## config.mk

```make
export PLATFORM = sky130hd
export DESIGN_NAME = rbs_top
export DESIGN_NICKNAME = d
export VERILOG_FILES = /design/src/design/rbs_pkg.sv /design/src/design/rbs_tick.sv /design/src/design/rbs_top.sv
export SDC_FILE = /design/constraint.sdc
export NUM_CORES = 1
export LEC_CHECK = 0
export BUFFER_PORTS_ARGS = -buffer_cell sky130_fd_sc_hd__buf_4
export CAP_MARGIN = 20
export CORE_MARGIN = 4
export CORE_UTILIZATION = 52
export DETAILED_ROUTE_END_ITERATION = 7
export GPL_TIMING_DRIVEN = 0
export PLACE_DENSITY = 0.76
export SYNTH_ARGS = -nofsm -noshare
export SYNTH_HDL_FRONTEND = slang
export SYNTH_HIERARCHICAL = 1
export SYNTH_SLANG_ARGS = --single-unit
```

## constraint.sdc

```tcl
create_clock -name clk -period 3.1 [get_ports clk]
set_clock_uncertainty 0.05 [all_clocks]
set_input_delay 0.62 -clock clk [delete_from_list [all_inputs] [get_ports clk]]
set_output_delay 0.62 -clock clk [all_outputs]
set_load 0.05 [all_outputs]
```

## src/design/rbs_pkg.sv

```systemverilog
// Functional notes
// - Five reset sources: power-on, pin, watchdog, wake, brownout
// - Boot option latched at reset end, cold-only
// - Pin reset works running or powered down
// - Malfunction timer expiry resets the device
// - RAM kept on wake, unreliable after power-on
// - Wake reset switches voltage regulator back on
// - Cold reset picks boot from TMS and select
// - TMS low loader, else select low debug
// - Boot options only with default pin assignment
// - User entry needs TMS, key, flash, count
// - Delay is (count minus one) times 5 ms
// - Idle count 01 jumps to user immediately
// - Counts 00 and 0D-FF stay in loader
// - Count valid only when inverted copy matches
// - Loader frame during delay blocks user entry
// - Valid count with TMS, key and flash met reaches user without activity
package rbs_pkg;

    // ----------------------------------------------------------------
    // Timing
    // ----------------------------------------------------------------
    localparam int CLK_HZ         = 20_000_000;
    localparam int CLK_PERIOD_NS  = 50;
    localparam int HW_RST_MIN_NS  = 100;
    localparam int HW_RST_CYC     = (HW_RST_MIN_NS + CLK_PERIOD_NS - 1) / CLK_PERIOD_NS;
    localparam int DELAY_UNIT_MS  = 5;
    localparam int DELAY_UNIT_CYC = CLK_HZ / 1000 * DELAY_UNIT_MS;
    localparam int RST_SEQ_CYC    = 8;
    localparam int TICK_W         = 17;
    localparam int SEQ_W          = 4;
    localparam int HW_W           = 2;

    // ----------------------------------------------------------------
    // Constants and offsets
    // ----------------------------------------------------------------
    localparam logic [7:0]  IDLE_MIN    = 8'h01;
    localparam logic [7:0]  IDLE_MAX    = 8'h0C;
    localparam logic [7:0]  KEY_OPEN    = 8'h00;
    localparam logic [15:0] PC_BOOT     = 16'h0000;
    localparam logic [7:0]  OFS_STATUS  = 8'h00;
    localparam logic [7:0]  OFS_NVPARAM = 8'h04;
    localparam logic [7:0]  OFS_CTRL    = 8'h08;

    // ----------------------------------------------------------------
    // Types
    // ----------------------------------------------------------------
    typedef logic [7:0]  rbs_addr_t;
    typedef logic [31:0] rbs_word_t;

    typedef enum logic [1:0] {
        RBS_MODE_NONE   = 2'b00,
        RBS_MODE_LOADER = 2'b01,
        RBS_MODE_DEBUG  = 2'b10,
        RBS_MODE_USER   = 2'b11
    } rbs_mode_e;

    typedef enum logic [1:0] {
        RBS_ST_RESET = 2'b00,
        RBS_ST_DELAY = 2'b01,
        RBS_ST_RUN   = 2'b10
    } rbs_state_e;

    typedef struct packed {
        logic brownout;
        logic wake;
        logic watchdog;
        logic hardware;
        logic power_on;
    } rbs_cause_s;

    typedef struct packed {
        logic [6:0] rsvd;
        logic       flash0_nonzero;
        logic [7:0] key;
        logic [7:0] idle_inv;
        logic [7:0] idle_count;
    } rbs_nv_s;

    typedef struct packed {
        logic [16:0] rsvd;
        logic [3:0]  delay_left;
        logic [1:0]  boot_opt;
        logic        regulator_on;
        logic        ram_valid;
        rbs_cause_s  cause;
        rbs_mode_e   mode;
    } rbs_status_s;

    typedef struct packed {
        logic [29:0] rsvd;
        logic        power_down;
        logic        ram_init_done;
    } rbs_ctrl_s;

    function automatic logic idle_valid(input rbs_nv_s nv);
        idle_valid = (nv.idle_inv == ~nv.idle_count) &&
                     (nv.idle_count >= IDLE_MIN) && (nv.idle_count <= IDLE_MAX);
    endfunction

endpackage

```

## src/design/rbs_tick.sv

```systemverilog
`timescale 1ns/10ps
module rbs_tick #(
    parameter int TICK_CYC = rbs_pkg::DELAY_UNIT_CYC
) (
    input  wire logic clk,
    input  wire logic rst,
    input  wire logic run,
    output logic      tick
);
    logic [rbs_pkg::TICK_W-1:0] cnt;
    wire                        wrap = (cnt == rbs_pkg::TICK_W'(TICK_CYC - 1));

    always_ff @(posedge clk) begin
        if (rst || !run || wrap) begin
            cnt <= '0;
        end else begin
            cnt <= cnt + 1'b1;
        end
    end

    assign tick = run && wrap;
endmodule

```

## src/design/rbs_top.sv

```systemverilog
// Design decisions made here: the address-and-strobe port and the address map.
`timescale 1ns/10ps
module rbs_top #(
    parameter int DELAY_UNIT_CYC = rbs_pkg::DELAY_UNIT_CYC
) (
    input  wire logic               clk,
    input  wire logic               rst,
    input  wire logic               por_req,
    input  wire logic               reset_pin_n,
    input  wire logic               malfunction_timer_expire,
    input  wire logic               wake_req,
    input  wire logic               brownout_req,
    input  wire logic               tms,
    input  wire logic               boot_select_pin,
    input  wire logic               default_pins,
    input  wire logic               loader_frame,
    input  wire rbs_pkg::rbs_addr_t bus_addr,
    input  wire rbs_pkg::rbs_word_t bus_wdata,
    input  wire logic               bus_wr,
    input  wire logic               bus_rd,
    output rbs_pkg::rbs_word_t      bus_rdata,
    output logic                    sys_reset,
    output rbs_pkg::rbs_mode_e      boot_mode,
    output logic [15:0]             pc_start,
    output logic                    osc_pll_bypass,
    output logic                    user_jump,
    output logic                    ram_valid,
    output logic                    regulator_on,
    output logic                    power_down
);
    // ----------------------------------------------------------------
    // State
    // ----------------------------------------------------------------
    rbs_pkg::rbs_state_e   st;
    rbs_pkg::rbs_state_e   next_st;
    rbs_pkg::rbs_mode_e    next_mode;
    rbs_pkg::rbs_cause_s   cause;
    rbs_pkg::rbs_cause_s   new_cause;
    rbs_pkg::rbs_nv_s      nv;
    logic [rbs_pkg::SEQ_W-1:0] seq_cnt;
    logic [rbs_pkg::HW_W-1:0]  hw_cnt;
    logic [1:0]            boot_opt;
    logic [3:0]            left;
    logic [3:0]            next_left;
    logic                  next_jump;
    logic                  tick;

    // ----------------------------------------------------------------
    // Source decode
    // ----------------------------------------------------------------
    // pin must stay low the minimum time before it counts
    wire hw_hit  = !reset_pin_n && (hw_cnt == rbs_pkg::HW_W'(rbs_pkg::HW_RST_CYC - 1));
    // five sources, pin even in power-down, watchdog
    assign new_cause = '{brownout: brownout_req,
                         wake:     wake_req && power_down,
                         watchdog: malfunction_timer_expire,
                         hardware: hw_hit,
                         power_on: por_req};
    wire any_src = |new_cause;
    wire cold    = cause.power_on || cause.hardware;
    wire seq_end = (seq_cnt == rbs_pkg::SEQ_W'(rbs_pkg::RST_SEQ_CYC - 1));
    wire decide  = (st == rbs_pkg::RBS_ST_RESET) && seq_end && !any_src;
    // only a cold reset takes new pin levels
    wire latch_boot = decide && cold;
    // cold reset uses live pins, warm ones the latched option
    wire [1:0] opt  = cold ? {tms, boot_select_pin} : boot_opt;
    wire entry_ok = !opt[1] && (nv.key == rbs_pkg::KEY_OPEN) && nv.flash0_nonzero &&
                    rbs_pkg::idle_valid(nv);
    wire at_min   = (nv.idle_count == rbs_pkg::IDLE_MIN);
    wire last_tick = tick && (left == 4'h1);

    wire wr_nv   = bus_wr && (bus_addr == rbs_pkg::OFS_NVPARAM);
    wire wr_ctrl = bus_wr && (bus_addr == rbs_pkg::OFS_CTRL);
    rbs_pkg::rbs_ctrl_s ctrl_w;
    assign ctrl_w = bus_wdata;

    rbs_tick #(
        .TICK_CYC (DELAY_UNIT_CYC)
    ) u_tick (
        .clk  (clk),
        .rst  (rst),
        .run  (st == rbs_pkg::RBS_ST_DELAY),
        .tick (tick)
    );

    // ----------------------------------------------------------------
    // Boot decision
    // ----------------------------------------------------------------
    always_comb begin
        next_st   = st;
        next_mode = boot_mode;
        next_left = left;
        next_jump = 1'b0;
        case (st)
            rbs_pkg::RBS_ST_RESET: begin
                if (decide) begin
                    next_st = rbs_pkg::RBS_ST_RUN;
                    // nonstandard pin map ignores the straps
                    if (!default_pins) begin
                        next_mode = rbs_pkg::RBS_MODE_USER;
                    end else if (!opt[1]) begin
                        next_mode = rbs_pkg::RBS_MODE_LOADER;
                        if (entry_ok && at_min) begin
                            next_mode = rbs_pkg::RBS_MODE_USER;
                            next_jump = 1'b1;
                        end else if (entry_ok) begin
                            next_st   = rbs_pkg::RBS_ST_DELAY;
                            next_left = 4'(nv.idle_count - rbs_pkg::IDLE_MIN);
                        end
                    // TMS high, select low enters debug
                    end else if (!opt[0]) begin
                        next_mode = rbs_pkg::RBS_MODE_DEBUG;
                    end else begin
                        next_mode = rbs_pkg::RBS_MODE_USER;
                    end
                end
            end
            rbs_pkg::RBS_ST_DELAY: begin
                // frame keeps the loader in charge
                if (loader_frame) begin
                    next_st = rbs_pkg::RBS_ST_RUN;
                // quiet delay always ends in user mode
                end else if (last_tick) begin
                    next_st   = rbs_pkg::RBS_ST_RUN;
                    next_mode = rbs_pkg::RBS_MODE_USER;
                    next_jump = 1'b1;
                    next_left = 4'h0;
                end else if (tick) begin
                    next_left = left - 4'h1;
                end
            end
            rbs_pkg::RBS_ST_RUN: begin
                next_st = st;
            end
            default: begin
                next_st = rbs_pkg::RBS_ST_RESET;
            end
        endcase
        // Any source restarts the sequence, even mid-delay
        if (any_src) begin
            next_st   = rbs_pkg::RBS_ST_RESET;
            next_mode = rbs_pkg::RBS_MODE_NONE;
            next_jump = 1'b0;
        end
    end

    always_ff @(posedge clk) begin
        if (rst) begin
            st        <= rbs_pkg::RBS_ST_RESET;
            boot_mode <= rbs_pkg::RBS_MODE_NONE;
            left      <= 4'h0;
            user_jump <= 1'b0;
        end else begin
            st        <= next_st;
            boot_mode <= next_mode;
            left      <= next_left;
            user_jump <= next_jump;
        end
    end

    // ----------------------------------------------------------------
    // Reset sequence and causes
    // ----------------------------------------------------------------
    always_ff @(posedge clk) begin
        if (rst) begin
            hw_cnt  <= '0;
            seq_cnt <= '0;
            cause   <= '{power_on: 1'b1, default: 1'b0};
        end else begin
            if (reset_pin_n) begin
                hw_cnt <= '0;
            end else if (!hw_hit) begin
                hw_cnt <= hw_cnt + 1'b1;
            end
            if (any_src || st != rbs_pkg::RBS_ST_RESET) begin
                seq_cnt <= '0;
            end else if (!seq_end) begin
                seq_cnt <= seq_cnt + 1'b1;
            end
            // causes accumulate while the sequence is open
            if (any_src) begin
                cause <= (st == rbs_pkg::RBS_ST_RESET) ? (cause | new_cause) : new_cause;
            end
        end
    end

    // option held until the next cold reset
    always_ff @(posedge clk) begin
        if (rst) begin
            boot_opt <= 2'h0;
        end else if (latch_boot) begin
            boot_opt <= {tms, boot_select_pin};
        end
    end

    // fixed start address, clocks not bypassed
    always_ff @(posedge clk) begin
        if (rst) begin
            pc_start       <= rbs_pkg::PC_BOOT;
            osc_pll_bypass <= 1'b0;
        end else begin
            pc_start       <= rbs_pkg::PC_BOOT;
            osc_pll_bypass <= 1'b0;
        end
    end

    assign sys_reset = (st == rbs_pkg::RBS_ST_RESET);

    // ----------------------------------------------------------------
    // Memory and regulator effects
    // ----------------------------------------------------------------
    always_ff @(posedge clk) begin
        if (rst) begin
            ram_valid    <= 1'b0;
            regulator_on <= 1'b1;
            power_down   <= 1'b0;
        end else begin
            // power-on or brownout loss beats a same-cycle software mark
            if (new_cause.power_on || new_cause.brownout) begin
                ram_valid <= 1'b0;
            end else if (wr_ctrl && ctrl_w.ram_init_done) begin
                ram_valid <= 1'b1;
            end
            // any reset, wake included, restores the regulator
            if (any_src) begin
                regulator_on <= 1'b1;
                power_down   <= 1'b0;
            end else if (wr_ctrl) begin
                regulator_on <= !ctrl_w.power_down;
                power_down   <= ctrl_w.power_down;
            end
        end
    end

    // ----------------------------------------------------------------
    // Register port
    // ----------------------------------------------------------------
    rbs_pkg::rbs_status_s status;
    assign status = '{rsvd: '0, delay_left: left, boot_opt: boot_opt,
                      regulator_on: regulator_on, ram_valid: ram_valid,
                      cause: cause, mode: boot_mode};

    always_ff @(posedge clk) begin
        if (rst) begin
            nv <= '0;
        end else if (wr_nv) begin
            nv <= '{rsvd: '0, flash0_nonzero: bus_wdata[24], key: bus_wdata[23:16],
                    idle_inv: bus_wdata[15:8], idle_count: bus_wdata[7:0]};
        end
    end

    // Unmapped reads return zero; strobes never stall
    always_ff @(posedge clk) begin
        if (rst || !bus_rd) begin
            bus_rdata <= '0;
        end else begin
            case (bus_addr)
                rbs_pkg::OFS_STATUS:  bus_rdata <= status;
                rbs_pkg::OFS_NVPARAM: bus_rdata <= nv;
                rbs_pkg::OFS_CTRL:    bus_rdata <= {30'h0, power_down, ram_valid};
                default:              bus_rdata <= '0;
            endcase
        end
    end
endmodule

```

Word level (Yosys, flattened, before mapping)
Index checks and enable logic that the tools add are counted.
{"block": "classes", "add_sub_neg": 5, "n_mul": 0, "div_mod_pow": 0, "n_lt_le_gt_ge": 2, "n_eq_ne": 19, "shift": 0, "muxes": 35, "bitwise": 3, "reduce_logical": 41}
{"op": "$pmux 25 s3", "n": 1}
{"op": "$mux 4", "n": 8}
{"op": "$mux 2", "n": 14}
{"op": "$add 17x1->17 const B", "n": 1}
{"op": "$eq 17x17->1 const B", "n": 1}
{"op": "$logic_and 1x1->1", "n": 16}
{"op": "$logic_not 8->1", "n": 2}
{"op": "$ne 2x2->1 const B", "n": 5}
{"op": "$eq 8x1->1 const B", "n": 1}
{"op": "$eq 8x3->1 const B", "n": 1}
{"op": "$eq 8x4->1 const B", "n": 1}
{"op": "$eq 8x8->1", "n": 1}
{"op": "$ge 8x1->1 const B", "n": 1}
{"op": "$le 8x4->1 const B", "n": 1}
{"op": "$not 8->8", "n": 1}
{"op": "$pmux 4 s2", "n": 1}
{"op": "$reduce_and 8->1", "n": 1}
{"op": "$sub 4x1->4 const B", "n": 2}
{"op": "$mux 1", "n": 7}
{"op": "$logic_not 1->1", "n": 6}
{"op": "$logic_or 1x1->1", "n": 6}
{"op": "$ne 3x3->1 const B", "n": 2}
{"op": "$pmux 2 s3", "n": 1}
{"op": "$reduce_or 2->1", "n": 3}
{"op": "other kinds (18)", "n": 21}
{"block": "word_totals", "register_bits": 99, "latchBits": 0, "mem_bits_rw": 0, "romBits": 0, "in_bits": 53, "output_inout_bits": 56, "word_cells": 126, "mem_count": 0}

Logic depth before layout (Yosys ltp)
{"block": "logic_depth", "word_depth": 12, "depth_mapped": 10, "depth_no_buf": 10}

Modules after synthesis
Netlist, hierarchy kept.
{"module": "rbs_top", "n_inst": 1, "cells_each": 382, "area_per_inst_um2": 3288.2, "seq_area_each_um2": 1501.4}
{"module": "rbs_tick", "n_inst": 1, "cells_each": 90, "area_per_inst_um2": 783.3, "seq_area_each_um2": 340.3}

Worst setup path before layout
OpenSTA, ideal clock, no wires.
{"block": "synth_timing", "path_type": "register -> register", "start": "register u_tick/cnt[12] in the netlist's numbering", "end": "register left[3]", "setup_time_ps": 120, "arrival_ps": 2187, "required_time_ps": 2930, "setup_slack_ps": 743, "stages_incl_launch_ff": 10, "n_path_buf": 0, "synth_period_minus_slack_ps": 2357, "path_cell_list": "dfxtp_1 > or4b_1 > nor4_1 > and2_2 > nand2_1 > nor3_1 > nand2b_1 > nor2_1 > nor4_1 > o2bb2ai_1"}
{"block": "synth_between", "elab_chain_cells": 6, "elab_cells_between_ends": 8, "cone_classes": "2 x eq/ne; 3 x mux; 3 x reduce/logical"}
{"item": "from (decl)", "line": "rbs_tick.sv:10", "rtl": "logic [rbs_pkg::TICK_W-1:0] cnt;"}
{"item": "from (signal assigned)", "line": "rbs_tick.sv:17", "rtl": "cnt <= cnt + 1'b1;"}
{"item": "$eq 17x17->1 (*)", "line": "rbs_tick.sv:11", "rtl": "wire wrap = (cnt == rbs_pkg::TICK_W'(TICK_CYC - 1));"}
{"item": "$logic_and 1x1->1 (*)", "line": "rbs_tick.sv:21", "rtl": "assign tick = run && wrap;"}
{"item": "net tick", "line": "rbs_top.sv:46", "rtl": "logic tick;"}
{"item": "$logic_and 1x1->1", "line": "rbs_top.sv:70", "rtl": "wire last_tick = tick && (left == 4'h1);"}
{"item": "$mux 4", "line": "rbs_top.sv:123", "rtl": "end else if (last_tick) begin"}
{"item": "$mux 4", "line": "rbs_top.sv:120", "rtl": "if (loader_frame) begin"}
{"item": "$pmux 4 s2", "line": "rbs_top.sv:94", "rtl": "case (st)"}
{"item": "to (signal assigned)", "line": "rbs_top.sv:156", "rtl": "left <= next_left;"}
{"item": "to (decl)", "line": "rbs_top.sv:43", "rtl": "logic [3:0] left;"}
Mark *: on every way through the listed nets, which the timed path passes. The rest lies on a longest branch. The select of a mux whose other input is x is not followed.
A chain may end at the register's enable or synchronous reset.

Final worst setup path
{"block": "layout_timing", "start": "register u_tick/cnt[0] in the netlist's numbering", "end": "register boot_mode[0]"}
{"block": "layout_between", "elab_chain_cells": 5}
{"item": "$eq 17x17->1", "line": "rbs_tick.sv:11"}
{"item": "$logic_and 1x1->1", "line": "rbs_tick.sv:21"}
{"item": "net tick", "line": "rbs_top.sv:46"}
{"item": "$logic_and 1x1->1", "line": "rbs_top.sv:70"}
{"item": "$ne 2x2->1 (no line)"}
{"item": "$reduce_and 4->1 (no line)"}
{"item": "to (signal assigned)", "line": "rbs_top.sv:150", "rtl": "boot_mode <= rbs_pkg::RBS_MODE_NONE;"}
{"item": "to (signal assigned)", "line": "rbs_top.sv:155", "rtl": "boot_mode <= next_mode;"}
{"item": "to (decl)", "line": "rbs_top.sv:23", "rtl": "output rbs_pkg::rbs_mode_e boot_mode,"}
The timed path passes the listed nets, and every way through them passes these cells.

==> impl_metrics.py <==
metrics = {
    "cells_and_area": {
        "nNetsFinal": 643,
        "layout_common_cells": "buf_4, dfxtp_1, nand2_1",
        "final_common_cell": "buf_4",
        "antenna_cells": 0,
        "layout-drive-gt1-share_pct": 22.6,
        "fin_util_pct": 66.0,
        "area_growth_pct": 24.6,
    },
    "timing": {
        "finalCriticalPeriod_ps": 2950,
        "setup_violations": 0,
        "tightest_slew_ps": 617,
        "rsz0062_at_grt": "false",
        "slew_headroom_pct": 58.4,
        "fin_crit_sh_pct": 95.1,
        "fmax_mhz": 339,
        "final_hold_viol_count": 0,
        "slew_viol_final": 0,
        "tns_ps": 0,
    },
    "grt": {
        "grt_usage_pct": 21.4,
        "grt_pass1_vias": 3295,
        "grt_max_degree": 18,
        "grt_overflow_total": 0,
        "antenna_found_initial": 0,
        "grt_pass1_wl_um": 15400,
    },
    "yosys": {
        "synth_edf_count": 0,
        "ys_ff_latch": 92,
        "yosys.area.top_type": "dfxtp_1",
        "yosysTopAreaCellShare_pct": 45.2,
        "synthMuxAreaShare_pct": 1.97,
        "yosysSeqAreaShare_pct": 45.2,
        "yosysUniqueCellTypes": 61,
        "synthesis.instances": 472,
        "synth.cell_area_mm2": 0.00407,
        "synth-xor-area-share_pct": 4.95,
        "synth_top_family_by_area": "simple AND/OR/NAND/NOR gates",
        "async_flop_share_pct": 0,
        "synth_compound_area_share_pct": 11.6,
        "synthFlopType": "dfxtp_1",
        "synthAdderAreaFrac_pct": 2.15,
        "yosys.area_share.simple_pct": 26.2,
        "syn_avg_cell_area_um2": 8.63,
        "synth.area.top_cells": "dfxtp_1, nand2_1, nor2_1",
        "yosys_warnings": 6,
    },
    "detailed_routing": {
        "drt_iter0_drc": 207,
        "via_count": 3590,
        "ant_nets": 0,
        "drt_drc_violations_left": 0,
        "drt-pass1-iter-count": 5,
        "wire_per_inst_um": 14.2,
        "vias_per_cell": 5.20,
        "wl_um": 9790,
    },
    "power": {
        "leakage_uw": 0.00196,
        "powerDensity_mw_per_mm2": 435,
        "peakVddDrop_v": 0.000253,
    },
    "die": {
        "initial_core_util_pct": 53.0,
        "die_y_um": 96.5,
        "die_w_um": 96.5,
        "num_io_pins": 109,
        "dieArea_mm2": 0.00931,
        "num_rows": 32,
        "core_area_mm2": 0.00769,
    },
    "clocking": {
        "cts_hold_buf": 0,
        "path_clk_slew_ps": 90,
        "clk_latency_ps": 360,
        "cts-root-buf": "clkbuf_8",
        "cts_tree": "built",
        "h-tree-depth": 3,
        "post_cts_buffers": 0,
        "cts_resized": 0,
        "cts_buffer_depth": 2,
        "clock_sink_count": 92,
        "numCtsBuffers": 9,
    },
    "placed_design": {
        "dp_hpwl_um": 7560,
        "gp_routability_congestion": 0.868,
        "port_buffers": 77,
    },
    "worst_setup_path": {
        "start_kind": "flop",
        "crit_path_max_fanout": 7,
        "worstPathRequired_ps": 3320,
        "endpoint_kind": "flop",
        "cp.arrival_ps": 3170,
        "critPathKind": "reg2reg",
    },
    "run": {
        "drv_cap": 0,
    },
    "min_path": {
        "holdCritPathClass": "in2reg",
    },
    "outcome": {
        "status": "complete, no violations",
    },
}
through the flow:
step / cells / setup slack [ps] / hold slack (ps) / total power (µW) / cell area [µm²]
2_1_floorplan: 495 / 743 / 386 / 1330 / 4160
3_3_place_gp: 674 / 280 / 402 / 1390 / 4860
3_5_place_dp: 674 / 244 / 410 / 1390 / 4860
4_1_cts: 690 / 229 / 382 / 2220 / 5070
5_1_grt: 690 / 13.3 / 376 / 2290 / 5070
6_report: 690 / 152 / 386 / 2200 / 5070
cells in the mapped netlist, types with 5 or more instances:
library cell and n:
nor2_1 59, nor3_1 11, clkbuf_1 10, a21oi_1 36, and2_1 11, dfxtp_1 92
nand3_1 13, a22oi_1 13, ha_1 7, nand2_1 72, xnor2_1 17, xor2_1 6
buf_4 24, nand2b_1 5, inv_1 12, mux2i_1 8, nand4_1 8, nor4_1 9
worst max-delay path, cell delays in order, from the launching register on:
cell and delay (ps):
dfxtp_1 410, ha_1 240, nand4_1 310, nor4_1 490
and2_2 270, nand2_1 60, nor3_1 280, nand2b_1 290
o21a_1 190, nor2_1 50, a311oi_1 220
logic make-up (layout without fill, tap and decap cells):
| family | after synthesis | count (layout) |
|---|---|---|
| XOR/XNOR | 23 | 23 |
| adder cells (fa/ha/maj) | 7 | 7 |
| AO/OA/AOI/OAI | 72 | 72 |
| flip-flops | 92 | 92 |
| multiplexers | 8 | 8 |
| AND/OR/NAND/NOR | 215 | 215 |
| other | 1 | 24 |
| buffers and inverters | 54 | 147 |
area by class of cell:
class                   count  area [µm²]
fillers                   677        2620
flip-flops and latches     92        1840
plain buffers              41         272
inverters                  13        48.8
well taps                 102         128
repair buffers             77         578
clock inverters             7        83.8
multi-input cells         349        2000
clock buffers               9         124
path summary, 6_finish.rpt:
path	start	end	slack [ps]	depth (start not counted)
worst min register to register	nv[18]$_SDFFE_PP0P_	nv[18]$_SDFFE_PP0P_	420	2
worst max-delay path	u_tick/cnt[0]$_SDFF_PP0_	boot_mode[0]$_SDFFE_PP0P_	150	10
worst min-delay path	reset_pin_n	hw_cnt[1]$_SDFFE_PP0N_	390	2
worst max register to register	u_tick/cnt[0]$_SDFF_PP0_	boot_mode[0]$_SDFFE_PP0P_	150	10
metal layers:
metal | GRT usage (%) | share of wire, % | vias up
met1 | 28.1 | 45 | 1660
met3 | 4.65 | 6.9 | 14
li1 | - | - | 1786
met2 | 35.3 | 47 | 130
met5 | 0 | 0 | -
met4 | 6.19 | 1.3 | 0
registers in the layout, summed over array words and instances, names as in the netlist:
name	count
nv	25
bus_rdata	25
st	2
user_jump	1
power_down	1
cause	5
boot_mode	2
left	4
u_tick/cnt	17
ram_valid	1
seq_cnt	4
boot_opt	2
regulator_on	1
hw_cnt	2
report_power, final:
part,internal (µW),switching [µW],leakage [µW],total [µW]
Clock,387,450,0.000102,837
Sequential,1190,3.92,0.000742,1190
Combinational,68.7,110,0.00111,178
Total,1640,564,0.00196,2200
Power figures use the tool's default switching activity.
